## config.mk

```make
export PLATFORM = sky130hd
export DESIGN_NAME = virq_ctrl
export DESIGN_NICKNAME = d
export VERILOG_FILES = /design/src/virq_pkg.sv /design/src/virq_ctrl.sv /design/src/virq_pin_sync.sv /design/src/virq_prio_enc.sv
export SDC_FILE = /design/constraint.sdc
export NUM_CORES = 1
export LEC_CHECK = 0
export BUFFER_PORTS_ARGS = -buffer_cell sky130_fd_sc_hd__buf_2
export CAP_MARGIN = 5
export CORE_ASPECT_RATIO = 1.1
export CORE_MARGIN = 1.5
export CORE_UTILIZATION = 50
export DETAILED_ROUTE_END_ITERATION = 8
export PLACE_DENSITY_LB_ADDON = 0.15
export SLEW_MARGIN = 20
export SYNTH_ARGS = -nofsm -noshare
export SYNTH_HDL_FRONTEND = slang
export SYNTH_SLANG_ARGS = --single-unit
```

## constraint.sdc

```tcl
create_clock -name ref_clk_in -period 2.5 [get_ports ref_clk_in]
set_input_delay 0.5 -clock ref_clk_in [delete_from_list [all_inputs] [get_ports ref_clk_in]]
set_output_delay 0.5 -clock ref_clk_in [all_outputs]
set_load 0.02 [all_outputs]
```

## src/virq_pkg.sv

```systemverilog
// shared constants for the vectored interrupt and non-maskable request controller
package virq_pkg;

  localparam int unsigned ADDR_W       = 24;
  localparam int unsigned DATA_W       = 16;

  // register byte addresses
  localparam logic [23:0] VECTOR_CODE_ADDR     = 24'hfffe00;
  localparam logic [23:0] NONMASK_PENDING_ADDR = 24'hfffe02;
  localparam logic [23:0] PIN_CONTROL_ADDR     = 24'hfffe04;
  localparam logic [23:0] RAW_STATUS_LOW_ADDR  = 24'hfffe0a;
  localparam logic [23:0] RAW_STATUS_MID_ADDR  = 24'hfffe0c;
  localparam logic [23:0] MASK_LOW_ADDR        = 24'hfffe0e;
  localparam logic [23:0] MASK_MID_ADDR        = 24'hfffe10;
  localparam logic [23:0] RAW_STATUS_HIGH_ADDR = 24'hfffe20;
  localparam logic [23:0] MASK_HIGH_ADDR       = 24'hfffe22;

  // field positions in the pin control register
  localparam int unsigned CTRL_EN_BIT   = 0;
  localparam int unsigned CTRL_PIN_BIT  = 1;
  localparam int unsigned CTRL_LOCK_BIT = 2;
  localparam int unsigned CTRL_TEST_BIT = 3;

  // field position in the pending register
  localparam int unsigned PEND_EXT_BIT  = 0;

  // values after reset
  localparam logic [15:0] MASK_RESET    = 16'hffff;
  localparam logic        CTRL_RESET    = 1'h0;
  localparam logic        PIN_IDLE      = 1'h1;
  localparam logic [7:0]  VECTOR_RESET  = 8'h10;

  // vector encoding: line number plus this base
  localparam logic [7:0]  VECTOR_BASE   = 8'h10;

  // synchroniser depth on the pin
  localparam int unsigned SYNC_STAGES   = 3;

endpackage

```

## src/virq_ctrl.sv

```systemverilog
// interrupt controller top: non-maskable pin gating, maskable lines, vector and registers
// Operation
// - synchronise pin, trigger on falling edge only
// - ignored after reset; lock keeps enabled
// - plain enable lasts until request, reset or a write of zero
// - hardware clears enable at reset, on record
// - enable set only while pending clear
// - lock set overrides the plain enable
// - lock cleared only by reset
// - control bit 1 reads pin level, read-only
// - test, enable, lock cleared on reset
// - pending bit 0; cleared by reset, read
// - 47 level lines, higher number wins
// - vector is line plus 10h, top zero
// - acknowledge reads stable vector at fffe00
// - no enabled request gives vector 10h
// - low mask gates 1-15, bit0 ignored, ffff
// - mid mask gates 16-31, resets ffff
// - raw status shows line levels, unmasked, read-only
// - low raw status bit 0 reads zero
// - mid raw status maps lines 31-16
// - high mask and raw status for 32-47
`timescale 1ns/100ps
`default_nettype none
module virq_ctrl #(
  parameter int unsigned NUM_LINES = 47
) (
  input  wire logic                         ref_clk_in,
  input  wire logic                         rst_n_in,
  // active-low non-maskable pin, asynchronous
  input  wire logic                         nonmask_pin_n_in,
  // maskable request lines 1..NUM_LINES, same clock, level sensitive
  input  wire logic [NUM_LINES:1]           irq_line_in,
  // register port of the core bus
  input  wire logic [virq_pkg::ADDR_W-1:0]  reg_addr_in,
  input  wire logic                         reg_rd_in,
  input  wire logic                         reg_wr_in,
  input  wire logic [virq_pkg::DATA_W-1:0]  reg_wdata_in,
  output logic      [virq_pkg::DATA_W-1:0]  reg_rdata_out,
  output logic                              reg_rvalid_out,
  // requests toward the processor
  output logic                              irq_req_out,
  output logic                              nmi_req_out
);

  localparam int unsigned LINES = NUM_LINES + 1;
  localparam int unsigned IDX_W = $clog2(LINES);
  localparam int unsigned MASK_W = 3 * virq_pkg::DATA_W;

  typedef struct packed {
    logic [virq_pkg::DATA_W-1:0] mask_low;
    logic [virq_pkg::DATA_W-1:0] mask_mid;
    logic [virq_pkg::DATA_W-1:0] mask_high;
    logic                        line_en;
    logic                        lock_en;
    logic                        test_bit;
    logic                        ext_flag;
    logic                        pin_prev;
    logic [7:0]                  vector;
    logic                        irq_req;
    logic [virq_pkg::DATA_W-1:0] rdata;
    logic                        rvalid;
  } virq_state_t;

  virq_state_t st_reg;
  virq_state_t st_next;

  logic             pin_level;
  logic [LINES-1:0] raw_lines;
  logic [LINES-1:0] live_lines;
  logic [MASK_W-1:0] mask_all;
  logic [IDX_W-1:0] top_index;
  logic             top_any;
  logic             pin_fall;
  logic             nmi_enabled;
  logic             nmi_event;

  function automatic logic addr_hit(input logic [virq_pkg::ADDR_W-1:0] a,
                                    input logic [virq_pkg::ADDR_W-1:0] reg_addr);
    addr_hit = (a == reg_addr);
  endfunction

  virq_pin_sync u_pin_sync (
    .ref_clk_in (ref_clk_in),
    .rst_n_in   (rst_n_in),
    .pin_in     (nonmask_pin_n_in),
    .level_out  (pin_level)
  );

  // line 0 has no source and is tied low
  assign raw_lines = {irq_line_in, 1'b0};
  assign mask_all  = {st_reg.mask_high, st_reg.mask_mid, st_reg.mask_low};

  // mask bit 0 is harmless since line 0 never asserts
  assign live_lines = raw_lines & mask_all[LINES-1:0];

  virq_prio_enc #(
    .LINES (LINES)
  ) u_prio_enc (
    .req_in    (live_lines),
    .index_out (top_index),
    .any_out   (top_any)
  );

  // falling edge of the filtered pin level
  assign pin_fall    = st_reg.pin_prev & ~pin_level;
  // lock overrides the plain enable; both clear after reset
  assign nmi_enabled = st_reg.lock_en | st_reg.line_en;
  assign nmi_event   = pin_fall & nmi_enabled;

  // raw status word for a 16-bit slice starting at line lo
  function automatic logic [virq_pkg::DATA_W-1:0] raw_slice(input logic [LINES-1:0] lines,
                                                             input int unsigned lo);
    logic [MASK_W-1:0] wide;
    wide      = '0;
    wide[LINES-1:0] = lines;
    raw_slice = wide[lo +: virq_pkg::DATA_W];
  endfunction

  always_comb begin
    st_next          = st_reg;
    st_next.pin_prev = pin_level;
    st_next.rvalid   = reg_rd_in;
    st_next.rdata    = '0;

    // vector follows the lines every cycle; a read sees the registered copy
    st_next.vector  = virq_pkg::VECTOR_BASE + {{(8 - IDX_W){1'b0}}, top_index};
    st_next.irq_req = top_any;

    // register writes; 16-bit words, byte registers use the low lane
    if (reg_wr_in) begin
      if (addr_hit(reg_addr_in, virq_pkg::PIN_CONTROL_ADDR)) begin
        // setting takes effect only while nothing is pending; clearing always works
        if (reg_wdata_in[virq_pkg::CTRL_EN_BIT]) begin
          if (!st_reg.ext_flag) begin
            st_next.line_en = 1'b1;
          end
        end else begin
          st_next.line_en = 1'b0;
        end
        // lock can only be set by software
        if (reg_wdata_in[virq_pkg::CTRL_LOCK_BIT]) begin
          st_next.lock_en = 1'b1;
        end
        st_next.test_bit = reg_wdata_in[virq_pkg::CTRL_TEST_BIT];
      end else if (addr_hit(reg_addr_in, virq_pkg::MASK_LOW_ADDR)) begin
        st_next.mask_low = reg_wdata_in;
      end else if (addr_hit(reg_addr_in, virq_pkg::MASK_MID_ADDR)) begin
        st_next.mask_mid = reg_wdata_in;
      end else if (addr_hit(reg_addr_in, virq_pkg::MASK_HIGH_ADDR)) begin
        st_next.mask_high = reg_wdata_in;
      end
      // raw status, vector and pending are read-only; writes fall through
    end

    // register reads
    if (reg_rd_in) begin
      if (addr_hit(reg_addr_in, virq_pkg::VECTOR_CODE_ADDR)) begin
        // upper two bits of the byte are always zero by the encoding
        st_next.rdata = {8'h00, st_reg.vector};
      end else if (addr_hit(reg_addr_in, virq_pkg::NONMASK_PENDING_ADDR)) begin
        st_next.rdata[virq_pkg::PEND_EXT_BIT] = st_reg.ext_flag;
        st_next.ext_flag = 1'b0;
      end else if (addr_hit(reg_addr_in, virq_pkg::PIN_CONTROL_ADDR)) begin
        st_next.rdata[virq_pkg::CTRL_EN_BIT]   = st_reg.line_en;
        st_next.rdata[virq_pkg::CTRL_PIN_BIT]  = pin_level;
        st_next.rdata[virq_pkg::CTRL_LOCK_BIT] = st_reg.lock_en;
        st_next.rdata[virq_pkg::CTRL_TEST_BIT] = st_reg.test_bit;
      end else if (addr_hit(reg_addr_in, virq_pkg::RAW_STATUS_LOW_ADDR)) begin
        // line 0 is tied low, so bit 0 reads zero
        st_next.rdata = raw_slice(raw_lines, 0);
      end else if (addr_hit(reg_addr_in, virq_pkg::RAW_STATUS_MID_ADDR)) begin
        st_next.rdata = raw_slice(raw_lines, 16);
      end else if (addr_hit(reg_addr_in, virq_pkg::RAW_STATUS_HIGH_ADDR)) begin
        st_next.rdata = raw_slice(raw_lines, 32);
      end else if (addr_hit(reg_addr_in, virq_pkg::MASK_LOW_ADDR)) begin
        st_next.rdata = st_reg.mask_low;
      end else if (addr_hit(reg_addr_in, virq_pkg::MASK_MID_ADDR)) begin
        st_next.rdata = st_reg.mask_mid;
      end else if (addr_hit(reg_addr_in, virq_pkg::MASK_HIGH_ADDR)) begin
        st_next.rdata = st_reg.mask_high;
      end
    end

    // a recorded edge beats both the read clear and a software set of enable
    if (nmi_event) begin
      st_next.ext_flag = 1'b1;
      st_next.line_en  = 1'b0;
    end
  end

  always_ff @(posedge ref_clk_in or negedge rst_n_in) begin
    if (!rst_n_in) begin
      st_reg.mask_low  <= virq_pkg::MASK_RESET;
      st_reg.mask_mid  <= virq_pkg::MASK_RESET;
      st_reg.mask_high <= virq_pkg::MASK_RESET;
      st_reg.line_en   <= virq_pkg::CTRL_RESET;
      st_reg.lock_en   <= virq_pkg::CTRL_RESET;
      st_reg.test_bit  <= virq_pkg::CTRL_RESET;
      st_reg.ext_flag  <= 1'b0;
      st_reg.pin_prev  <= virq_pkg::PIN_IDLE;
      st_reg.vector    <= virq_pkg::VECTOR_RESET;
      st_reg.irq_req   <= 1'b0;
      st_reg.rdata     <= '0;
      st_reg.rvalid    <= 1'b0;
    end else begin
      st_reg <= st_next;
    end
  end

  assign reg_rdata_out  = st_reg.rdata;
  assign reg_rvalid_out = st_reg.rvalid;
  assign irq_req_out    = st_reg.irq_req;
  // request stays up until software reads the pending register
  assign nmi_req_out    = st_reg.ext_flag;

endmodule
`default_nettype wire

```

## src/virq_pin_sync.sv

```systemverilog
// three-stage synchroniser with agreement filter for the non-maskable pin
`timescale 1ns/100ps
`default_nettype none
module virq_pin_sync (
  input  wire logic ref_clk_in,
  input  wire logic rst_n_in,
  input  wire logic pin_in,
  output logic      level_out
);

  typedef struct packed {
    logic s1;
    logic s2;
    logic s3;
    logic level;
  } virq_sync_t;

  virq_sync_t st_reg;
  virq_sync_t st_next;

  always_comb begin
    st_next    = st_reg;
    st_next.s1 = pin_in;
    st_next.s2 = st_reg.s1;
    st_next.s3 = st_reg.s2;
    // a change is taken only once stages two and three agree
    if (st_reg.s2 == st_reg.s3) begin
      st_next.level = st_reg.s3;
    end
  end

  always_ff @(posedge ref_clk_in or negedge rst_n_in) begin
    if (!rst_n_in) begin
      st_reg <= '{s1: virq_pkg::PIN_IDLE, s2: virq_pkg::PIN_IDLE,
                  s3: virq_pkg::PIN_IDLE, level: virq_pkg::PIN_IDLE};
    end else begin
      st_reg <= st_next;
    end
  end

  assign level_out = st_reg.level;

endmodule
`default_nettype wire

```

## src/virq_prio_enc.sv

```systemverilog
// fixed-priority encoder: highest set line number wins, zero when none
`timescale 1ns/100ps
`default_nettype none
module virq_prio_enc #(
  parameter int unsigned LINES = 48
) (
  input  wire logic [LINES-1:0]         req_in,
  output logic      [$clog2(LINES)-1:0] index_out,
  output logic                          any_out
);

  always_comb begin
    index_out = '0;
    any_out   = 1'b0;
    // scanning upward lets the highest number overwrite the lower ones
    for (int i = 1; i < LINES; i++) begin
      if (req_in[i]) begin
        index_out = ($clog2(LINES))'(i);
        any_out   = 1'b1;
      end
    end
  end

endmodule
`default_nettype wire

```

======== After elaboration in Yosys (flattened, before gate mapping) ========
Index checks and enable logic that the tools add are counted.
Widths: inputs -> output; s select.
storage, ports and cells
  bits in registers ....................... 82
  bits of input ports ..................... 92
  output and inout bits ................... 19
  word-level logic and storage cells ...... 164
operators by class
  add/sub/neg operators ................... 1
  equality and inequality tests ........... 12
  multiplexer cells ....................... 116
  bitwise logic cells ..................... 8
  reductions and logical operators ........ 11
operators by type and width
  kind                  count
  $eq 24x24->1 const B  9
  $mux 16               8
  $mux 6                16
  $mux 5                16
  $mux 1                57
  $and 48x48->48        1
  $mux 4                9
  $mux 3                6
  $mux 15               1
  $mux 12               1
  $reduce_and 3->1      4
  $reduce_bool 2->1     4
  $add 5x6->7 const A   1
  $reduce_and 5->1      1
  $mux 2                2
  $not 1->1             4
  $reduce_and 4->1      1
  $ne 3x2->1 const B    1
  $and 1x1->1           2
  $ne 2x2->1 const B    1
  $reduce_and 2->1      1
  $eq 1x1->1            1
  $or 1x1->1            1

======== Logic depth before layout (Yosys ltp) ========
Gate-level depths: netlist of the first run.
  depth after elaboration ................. 49
  mapped depth ............................ 9
  gate-level depth less buffers ........... 7

======== By module ========
Synthesis of the first run repeated with hierarchy kept, for this count alone.
unflattened totals
  cells, all modules ...................... 509
  area total of the unflattened synthesis .. 5173.7 um^2
modules (own cells, without submodules)
  module         instances  cells each  area an instance (um^2)  sequential area each (um^2)
  virq_ctrl      1          405         4445.5                   2014.4
  virq_prio_enc  1          99          611.8                    0.0
  virq_pin_sync  1          5           116.4                    105.1

======== Least setup slack after synthesis of the first run ========
Ideal clock, no wire load.
  path type ............................... input-to-reg
  start ................................... in reg_addr_in[6] (netlist name)
  end ..................................... reg st_reg (netlist bit mask_all[32])
  setup time .............................. 82 ps
  arrival ................................. 2132 ps
  data required time ...................... 2418 ps
  slack ................................... 286 ps
  cell stages on the path ................. 8
  buffers on the path ..................... 3
  cells stage by stage .................... nand4bb_4 > nor4_4 > and4_1 > buf_6 > and3_4 > buf_8 > buf_12 > mux2_4
on the way
  cells in the longest elaborated chain, start to end .. 3
  elaborated cells on any way between the ends .. 8
  those cells by class .................... 4 x eq/ne; 3 x bitwise; 1 x reduce/logical
ends and longest elaborated chain
  element                                line              RTL
  from (decl)                            virq_ctrl.sv:35   input wire logic [virq_pkg::ADDR_W-1:0] reg_addr_in,
  $eq 24x24->1                           virq_ctrl.sv:80   addr_hit = (a == reg_addr);
  $not 1->1 (no source line)             n/a
  $reduce_and 5->1 (no source line) (*)  n/a
  to (signal assigned)                   virq_ctrl.sv:207  st_reg <= st_next;
  to (decl)                              virq_ctrl.sv:65   virq_state_t st_reg;
Every way passes the cells marked *; elsewhere a longest branch is shown, timed or not.
A chain may end at the register's enable or synchronous reset.

======== Worst setup path in the final report of the first run ========
  start ................................... in reg_addr_in[6] (netlist name)
  end ..................................... reg st_reg (netlist bit mask_all[47])
Same word-level chain as after synthesis.

==> results of run 1 <==
-- layout make-up --
cell class,count,area (um^2)
fill,807,3760
multi-input combinational,338,2550
sequential,82,2120
timing repair buffer,126,698
tap,117,146
clock buffer,10,138
clock inverter,6,56.3
inverter,6,22.5
-- how the worst min path moves through the flow --
stage	slack, ns	to	cells past startpoint	from
after CTS	0.1	irq_req_out$_DFF_PN0_	1	rst_n_in
after detailed placement	0.35	u_pin_sync.st_next[1]$_DFF_PN1_	0	u_pin_sync.st_next[2]$_DFF_PN1_
after global routing	0.11	st_reg[21]$_DFF_PN0_	1	rst_n_in
after global placement	0.35	u_pin_sync.st_next[1]$_DFF_PN1_	0	u_pin_sync.st_next[2]$_DFF_PN1_
after floorplan	0.20	irq_req_out$_DFF_PN0_	0	rst_n_in
final	0.09	irq_req_out$_DFF_PN0_	1	rst_n_in
-- cell families (layout without fill, tap and decap cells) --
group,count (synthesis),after routing
AO/OA/AOI/OAI,114,114
adder cells (fa/ha/maj),2,2
buffers and inverters,41,148
flip-flops,82,82
multiplexers,73,73
AND/OR/NAND/NOR,149,149
-- routing by layer --
layer | vias up | share of wire [%]
met5 | - | 0
met1 | 2153 | 42
li1 | 1946 | -
met3 | 27 | 8.3
met2 | 247 | 47
met4 | 0 | 2.0
-- synth_stat cells, drive strengths merged (2+ instances only) --
cell and n:
a211oi 3, a21boi 3, a21oi 17, a221oi 6, a222oi 9, a22o 11, a22oi 15, a2bb2oi 2
a31oi 7, a32o 5, a32oi 6, and2 6, and3 4, and4 7, buf 27, clkbuf 8
dfrtp 28, dfstp 54, inv 6, mux2 66, mux2i 7, nand2 64, nand2b 4, nand3 12
nand3b 3, nand4 9, nor2 16, nor2b 6, nor3 3, nor3b 2, nor4 3, nor4b 3
o211ai 3, o21ai 13, o21bai 2, o22ai 3, o31ai 2, or2 4
-- stage by stage --
stage | worst slack [ns] | cells
2_1_floorplan | 0.286 | 461
3_3_place_gp | 0.140 | 669
3_5_place_dp | 0.105 | 669
4_1_cts | 0.480 | 685
5_1_grt | 0.367 | 685
6_report | 0.451 | 685
-- power groups by stage --
stage / Combinational (mW) / Sequential [mW] / Clock (mW)
after global placement: 0.243 / 1.37 / 0
final: 0.251 / 1.34 / 0.981
after CTS: 0.248 / 1.34 / 0.991
after floorplan: 0.0804 / 1.37 / 0
after global routing: 0.269 / 1.35 / 1.04
after detailed placement: 0.247 / 1.37 / 0
==> parameters.txt, run 1 <==
Parameter                              Value

Die
  Initial Utilization    52.0%
  Die Y-Extent    107 um
  Rows    37
  Number of primary I/O pins    111
  Die area    0.0105 mm^2
  Die boundary width    97.7 um
  Core area    0.00949 mm^2

STA
  Number of hold violations in the final report    0
  Layout Skew    0.0126 ns
  Setup tns final    0 ns
  Relative slew margins    66.2%
  Pin slew with the least headroom to its limit    0.506 ns
  Upper clock frequency limit    0.488 GHz
  Unrepaired setup endpoints after global routing    false
  Min Hold Slack    0.0906 ns
  Post-layout min period    2.05 ns
  Final Cycle Share    82.0%
  Max-slew violation count    0
  Final setup violation count    0

Yosys
  Cell variety after synth    63
  Area fraction in compound gates after synthesis    17.2%
  Xor and xnor area share after synthesis    0%
  Synth Cell Area    0.00494 mm^2
  Sequential fraction of the synthesis area    42.9%
  Post-synthesis share of cell area spent on full adders, half adders and majority gates    0.456%
  Syn Inst Count    461
  Number of flops mapped to enable cells by yosys    0
  Area fraction of the dominant cell type after synthesis    28.7%
  Flip-flop and latch count after synthesis    82
  Simple-gate share of the synthesized area    16.7%
  Per-instance average area after synthesis    10.7 um^2
  Yosys top cell by area    dfstp_2
  Number of warnings reported in the yosys synthesis log    0
  Largest cells by area after synthesis    dfstp_2 (29%), dfrtp_1 (14%), mux2_2 (13%)
  Commonest register cell after synthesis    dfstp_2
  Async S/R FF share, synth    100%
  Post-synthesis mux area share    17.2%
  Main combinational cell family by area after synthesis    multiplexers
  Number of nets produced by synthesis    554

Power and ir drop
  Internal portion of total power    1.85 mW
  Switching component of the power    0.722 mW
  Final Power    2.58 mW
  Sequential cell fraction of total power    52.2%
  VDD IR-drop max    0.279 mV
  Share of power burned in the clock network    38.1%
  Static leakage power    2.61 nW
  Power per standard cell area    450 mW/mm^2
  Switching share of power    28.0%
  Combinational Power Share    9.7%

Cells and area
  Post-Route Utilization    60.4%
  Flip-flop count of the largest register, all copies and words added    48
  Number of antenna repair diodes    0
  Synthesis-to-layout area growth    16.0%
  Most used cells in the layout excluding fill and tap cells    buf_2 (109), nand2_1 (64), mux2_2 (56), dfstp_2 (54), dfrtp_1 (28)
  NumNets Final    656
  Commonest non-fill, non-tap cell in the layout    buf_2
  Final non-filler cell area    0.00573 mm^2
  Share of layout cells above drive strength 1    48.4%

Critical path
  Kind of cell adding the most delay to the critical path    simple AND/OR/NAND/NOR gates
  Crit Reg-Reg Startpoint    mask_all[29]$_DFFE_PN1P_
  Required arrival time at the worst endpoint    2.79 ns
  CP Launch Point    reg_addr_in[6]
  Cell count of the worst reg-to-reg path    6
  Kind of start point of the critical path    input pin
  Flop-to-flop setup slack    0.56 ns
  Crit Reg-Reg Endpoint    st_reg[23]$_DFF_PN0_
  Highest cell delay on the worst timing path    0.44 ns
  Number of stages on the worst setup path    6
  End of the critical path    mask_all[47]$_DFFE_PN1P_
  Buffering stage count on the worst path with inverters included    1
  Sequence of cells on the critical path    buf_2 > nand4bb_4 > nor4_4 > and4_1 > and3_4 > mux2_2
  Highest-delay cell along the critical path    and3_4
  Critical path fanouts, max    16
  Critical path arrival    2.34 ns
  Critical path class    input pin to flop
  Type of destination of the critical path    flop

Detailed routing
  Via count of the routed design    4373
  DRC violation count after routing    0
  First-pass iteration count of the detailed router    5
  Violation count after the first detailed-routing iteration    296
  Detail-routed net length per standard cell    22.3 um
  Detailed-route wire length    15300 um
  Antenna viol nets, final    0
  Avg Vias per Cell    6.38

Global routing
  Global-route congestion overflow total    0
  Antenna violations before repair    0
  Pin count of the biggest net entering global routing    48
  Overall global routing resource usage    29.8%
  GRT Max-Usage Layer    met2
  First-pass GRT wire length    23700 um
  Met2 demand-to-capacity share in global routing    48.5%
  Met1 Use GR    41.3%
  Vias in the first global route    4341
  Met3 track utilization from global routing    3.91%

Clocking
  Total of cells resized after clock tree synthesis    0
  CTS HTree Levels    3
  Clk pin slew, worst setup/hold paths    0.10 ns
  Worst-Skew Late Latency    0.37 ns
  CTS tree    yes
  Number of hold-repair buffers added at the cts stage    0
  Total clock sinks    82
  Clock tree buffer depth    2
  Number of buffers added by the clock tree synthesis step    9
  # Post-CTS Setup Buffers    0
  Cell chosen for the clock root    clkbuf_8

Place
  DP Wirelength    11700 um
  Final RePlAce weighted congestion    0.930
  Instance area after placement    0.00553 mm^2
  Input/output buffers    110

Status
  Result of the run    complete, no violations

Job
  Max-cap violations    0

Worst hold path
  Worst min-delay path category    input pin to asynchronous set/reset pin
(Power assumes the default switching activity.)
==> run 2: changes to the inputs <==
==> constraint.sdc (replaced) <==
create_clock -name ref_clk_in -period 1.9 [get_ports ref_clk_in]
set_input_delay 0.38 -clock ref_clk_in [delete_from_list [all_inputs] [get_ports ref_clk_in]]
set_output_delay 0.38 -clock ref_clk_in [all_outputs]
set_load 0.02 [all_outputs]
==> run 2 against run 1 <==
Net effect:
- sequential share of layout area is 1.5 points lower
- largest cell class unchanged
- die area stayed put
- combinational power is 37% higher
- wire length is 2.2% lower
- first-iteration DRC count is 40% higher
- clock skew is 0.0011 ns lower
- non-clock buffer count is 27 higher
- core utilization is 2.5 points higher
- register-to-register slack worse by 0.46 ns
- power is 30% higher
- final area is 4.2% higher
==> parameters.txt, run 2 (synthesis gave the netlist of run 1 again) <==
Parameter                              Value

Detailed routing
  First-pass iteration count of the detailed router    7 (was 5)
  Antenna viol nets, final    0 (unchanged)
  Detailed-route wire length    14900 um (was 15300 um)
  Avg Vias per Cell    6.11 (was 6.38)
  Detail-routed net length per standard cell    21.0 um (was 22.3 um)
  DRC violation count after routing    0 (unchanged)
  Via count of the routed design    4346 (was 4373)
  Violation count after the first detailed-routing iteration    415 (was 296)

Clocking
  Cell chosen for the clock root    clkbuf_8 (unchanged)
  CTS HTree Levels    3 (unchanged)
  Clock tree buffer depth    2 (unchanged)
  Total clock sinks    82 (unchanged)
  Number of buffers added by the clock tree synthesis step    9 (unchanged)
  # Post-CTS Setup Buffers    0 (unchanged)
  Number of hold-repair buffers added at the cts stage    1 (was 0)
  Clk pin slew, worst setup/hold paths    0.08 ns (was 0.10 ns)
  CTS tree    yes (unchanged)
  Total of cells resized after clock tree synthesis    0 (unchanged)
  Worst-Skew Late Latency    0.36 ns (was 0.37 ns)

Power and ir drop
  Final Power    3.34 mW (was 2.58 mW)
  Static leakage power    2.74 nW (was 2.61 nW)
  Switching component of the power    0.828 mW (was 0.722 mW)
  Internal portion of total power    2.51 mW (was 1.85 mW)
  Share of power burned in the clock network    36.8% (was 38.1%)
  Switching share of power    24.8% (was 28.0%)
  Sequential cell fraction of total power    53.0% (was 52.2%)
  Power per standard cell area    560 mW/mm^2 (was 450 mW/mm^2)
  Combinational Power Share    10.3% (was 9.7%)
  VDD IR-drop max    0.379 mV (was 0.279 mV)

Critical path
  Cell count of the worst reg-to-reg path    6 (unchanged)
  Critical path class    input pin to flop (unchanged)
  Critical path fanouts, max    11 (was 16)
  Sequence of cells on the critical path    buf_2 > nand4bb_4 > nor4_4 > and4_1 > and3_4 > buf_12 > mux2_2 (was buf_2 > nand4bb_4 > nor4_4 > and4_1 > and3_4 > mux2_2)
  Required arrival time at the worst endpoint    2.18 ns (was 2.79 ns)
  Type of destination of the critical path    flop (unchanged)
  Highest cell delay on the worst timing path    0.37 ns (was 0.44 ns)
  Flop-to-flop setup slack    0.1 ns (was 0.56 ns)
  Highest-delay cell along the critical path    nor4_4 (was and3_4)
  Crit Reg-Reg Startpoint    mask_all[34]$_DFFE_PN1P_ (was mask_all[29]$_DFFE_PN1P_)
  Critical path arrival    2.08 ns (was 2.34 ns)
  Kind of start point of the critical path    input pin (unchanged)
  Crit Reg-Reg Endpoint    st_reg[18]$_DFF_PN0_ (was st_reg[23]$_DFF_PN0_)

STA
  Final Cycle Share    95.0%
  Final worst-path setup slack    0.0959 ns (was 0.451 ns)
  Upper clock frequency limit    0.554 GHz
  Relative slew margins    69.8% (was 66.2%)
  Layout Skew    0.0115 ns (was 0.0126 ns)
  Pin slew with the least headroom to its limit    0.454 ns (was 0.506 ns)
  Number of hold violations in the final report    0 (unchanged)
  Unrepaired setup endpoints after global routing    false (unchanged)
  Final setup violation count    0 (unchanged)
  Post-layout min period    1.80 ns
  Max-slew violation count    0 (unchanged)
  Min Hold Slack    0.118 ns (was 0.0906 ns)

Place
  Final RePlAce weighted congestion    0.903 (was 0.930)
  Input/output buffers    110 (unchanged)
  DP Wirelength    11600 um (was 11700 um)
  Minimum setup slack after placement    -0.264 ns (was 0.105 ns)

Cells and area
  NumNets Final    683 (was 656)
  Synthesis-to-layout area growth    20.9% (was 16.0%)
  Commonest non-fill, non-tap cell in the layout    buf_2 (unchanged)
  Flip-flop count of the largest register, all copies and words added    48 (unchanged)
  Share of layout cells above drive strength 1    50.0% (was 48.4%)
  Number of antenna repair diodes    0 (unchanged)
  Most used cells in the layout excluding fill and tap cells    buf_2 (109), nand2_1 (64), mux2_2 (56), dfstp_2 (54), buf_4 (37) (was buf_2 (109), nand2_1 (64), mux2_2 (56), dfstp_2 (54), dfrtp_1 (28))

Global routing
  Vias in the first global route    4303 (was 4341)
  Pin count of the biggest net entering global routing    45 (was 48)
  Global-route congestion overflow total    0 (unchanged)
  First-pass GRT wire length    23200 um (was 23700 um)
  Overall global routing resource usage    29.3% (was 29.8%)
  Antenna violations before repair    0 (unchanged)

Worst hold path
  Worst min-delay path category    input pin to flop (was input pin to asynchronous set/reset pin)
  Hold_sp    nonmask_pin_n_in
  Endpoint, Worst Hold    u_pin_sync.st_next[2]$_DFF_PN1_
  WHS Path Cells    1

Die
  Rows    37 (unchanged)
  Initial Utilization    52.0% (unchanged)
  Core area    0.00949 mm^2 (unchanged)
  Number of primary I/O pins    111 (unchanged)
  Die Y-Extent    107 um (unchanged)
  Die boundary width    97.7 um (unchanged)
  Die area    0.0105 mm^2 (unchanged)

Status
  Result of the run    complete, no violations (unchanged)

Job
  Max-cap violations    0 (unchanged)
-- run 2: power groups by stage --
stage / Combinational (mW) / Sequential, mW / Clock [mW]
2_1_floorplan: 0.106 / 1.80 / 0
6_report: 0.343 / 1.77 / 1.23
5_1_grt: 0.370 / 1.77 / 1.32
3_5_place_dp: 0.337 / 1.80 / 0
3_3_place_gp: 0.335 / 1.80 / 0
4_1_cts: 0.341 / 1.77 / 1.26
-- run 2: per-layer routing --
| layer | GRT usage, % | vias to the layer above | routed length [um] |
|---|---|---|---|
| met2 | 48.2 | 212 | 6960 |
| li1 | - | 2004 | - |
| met5 | 0 | - | 0 |
| met1 | 39.1 | 2097 | 6450 |
| met3 | 5.74 | 33 | 1140 |
| met4 | 9.18 | 0 | 370 |
-- run 2: worst max-delay path by stage --
stage | start | end | slack [ns] | depth (start not counted)
after global routing | reg_addr_in[6] | reg_rdata_out[0]$_DFF_PN0_ | 0.009 | 7
final | reg_addr_in[6] | mask_all[42]$_DFFE_PN1P_ | 0.1 | 7
after global placement | reg_addr_in[6] | mask_all[42]$_DFFE_PN1P_ | -0.27 | 7
after floorplan | reg_addr_in[6] | mask_all[32]$_DFFE_PN1P_ | -0.19 | 8
after detailed placement | reg_addr_in[6] | mask_all[42]$_DFFE_PN1P_ | -0.26 | 7
after CTS | reg_addr_in[6] | mask_all[42]$_DFFE_PN1P_ | 0.1 | 7
-- run 2: critical path, delay by kind of cell --
kind,cells,cell delay [ns]
and+or+nand+nor,4,1.11
muxes,1,0.33
buffers and inverters,2,0.25
-- run 2: cell type report --
type | instances | area, um^2
Clock inverter | 3 | 42.5
Tap cell | 117 | 146
Inverter | 6 | 22.5
Sequential cell | 82 | 2120
Fill cell | 822 | 3520
Timing Repair Buffer | 153 | 953
Multi-Input combinational cell | 338 | 2550
Clock buffer | 12 | 135
-- run 2: stage by stage --
stage                     setup TNS, ns  instance area (um^2)  util (%)  std cells
after floorplan                   -2.53                  4940         -        461
after global placement            -8.75                  5780      60.9        695
after detailed placement          -8.97                  5780      60.9        695
after CTS                             0                  5970      62.9        711
after global routing                  0                  5970      62.9        711
final                                 0                  5970      62.9        711
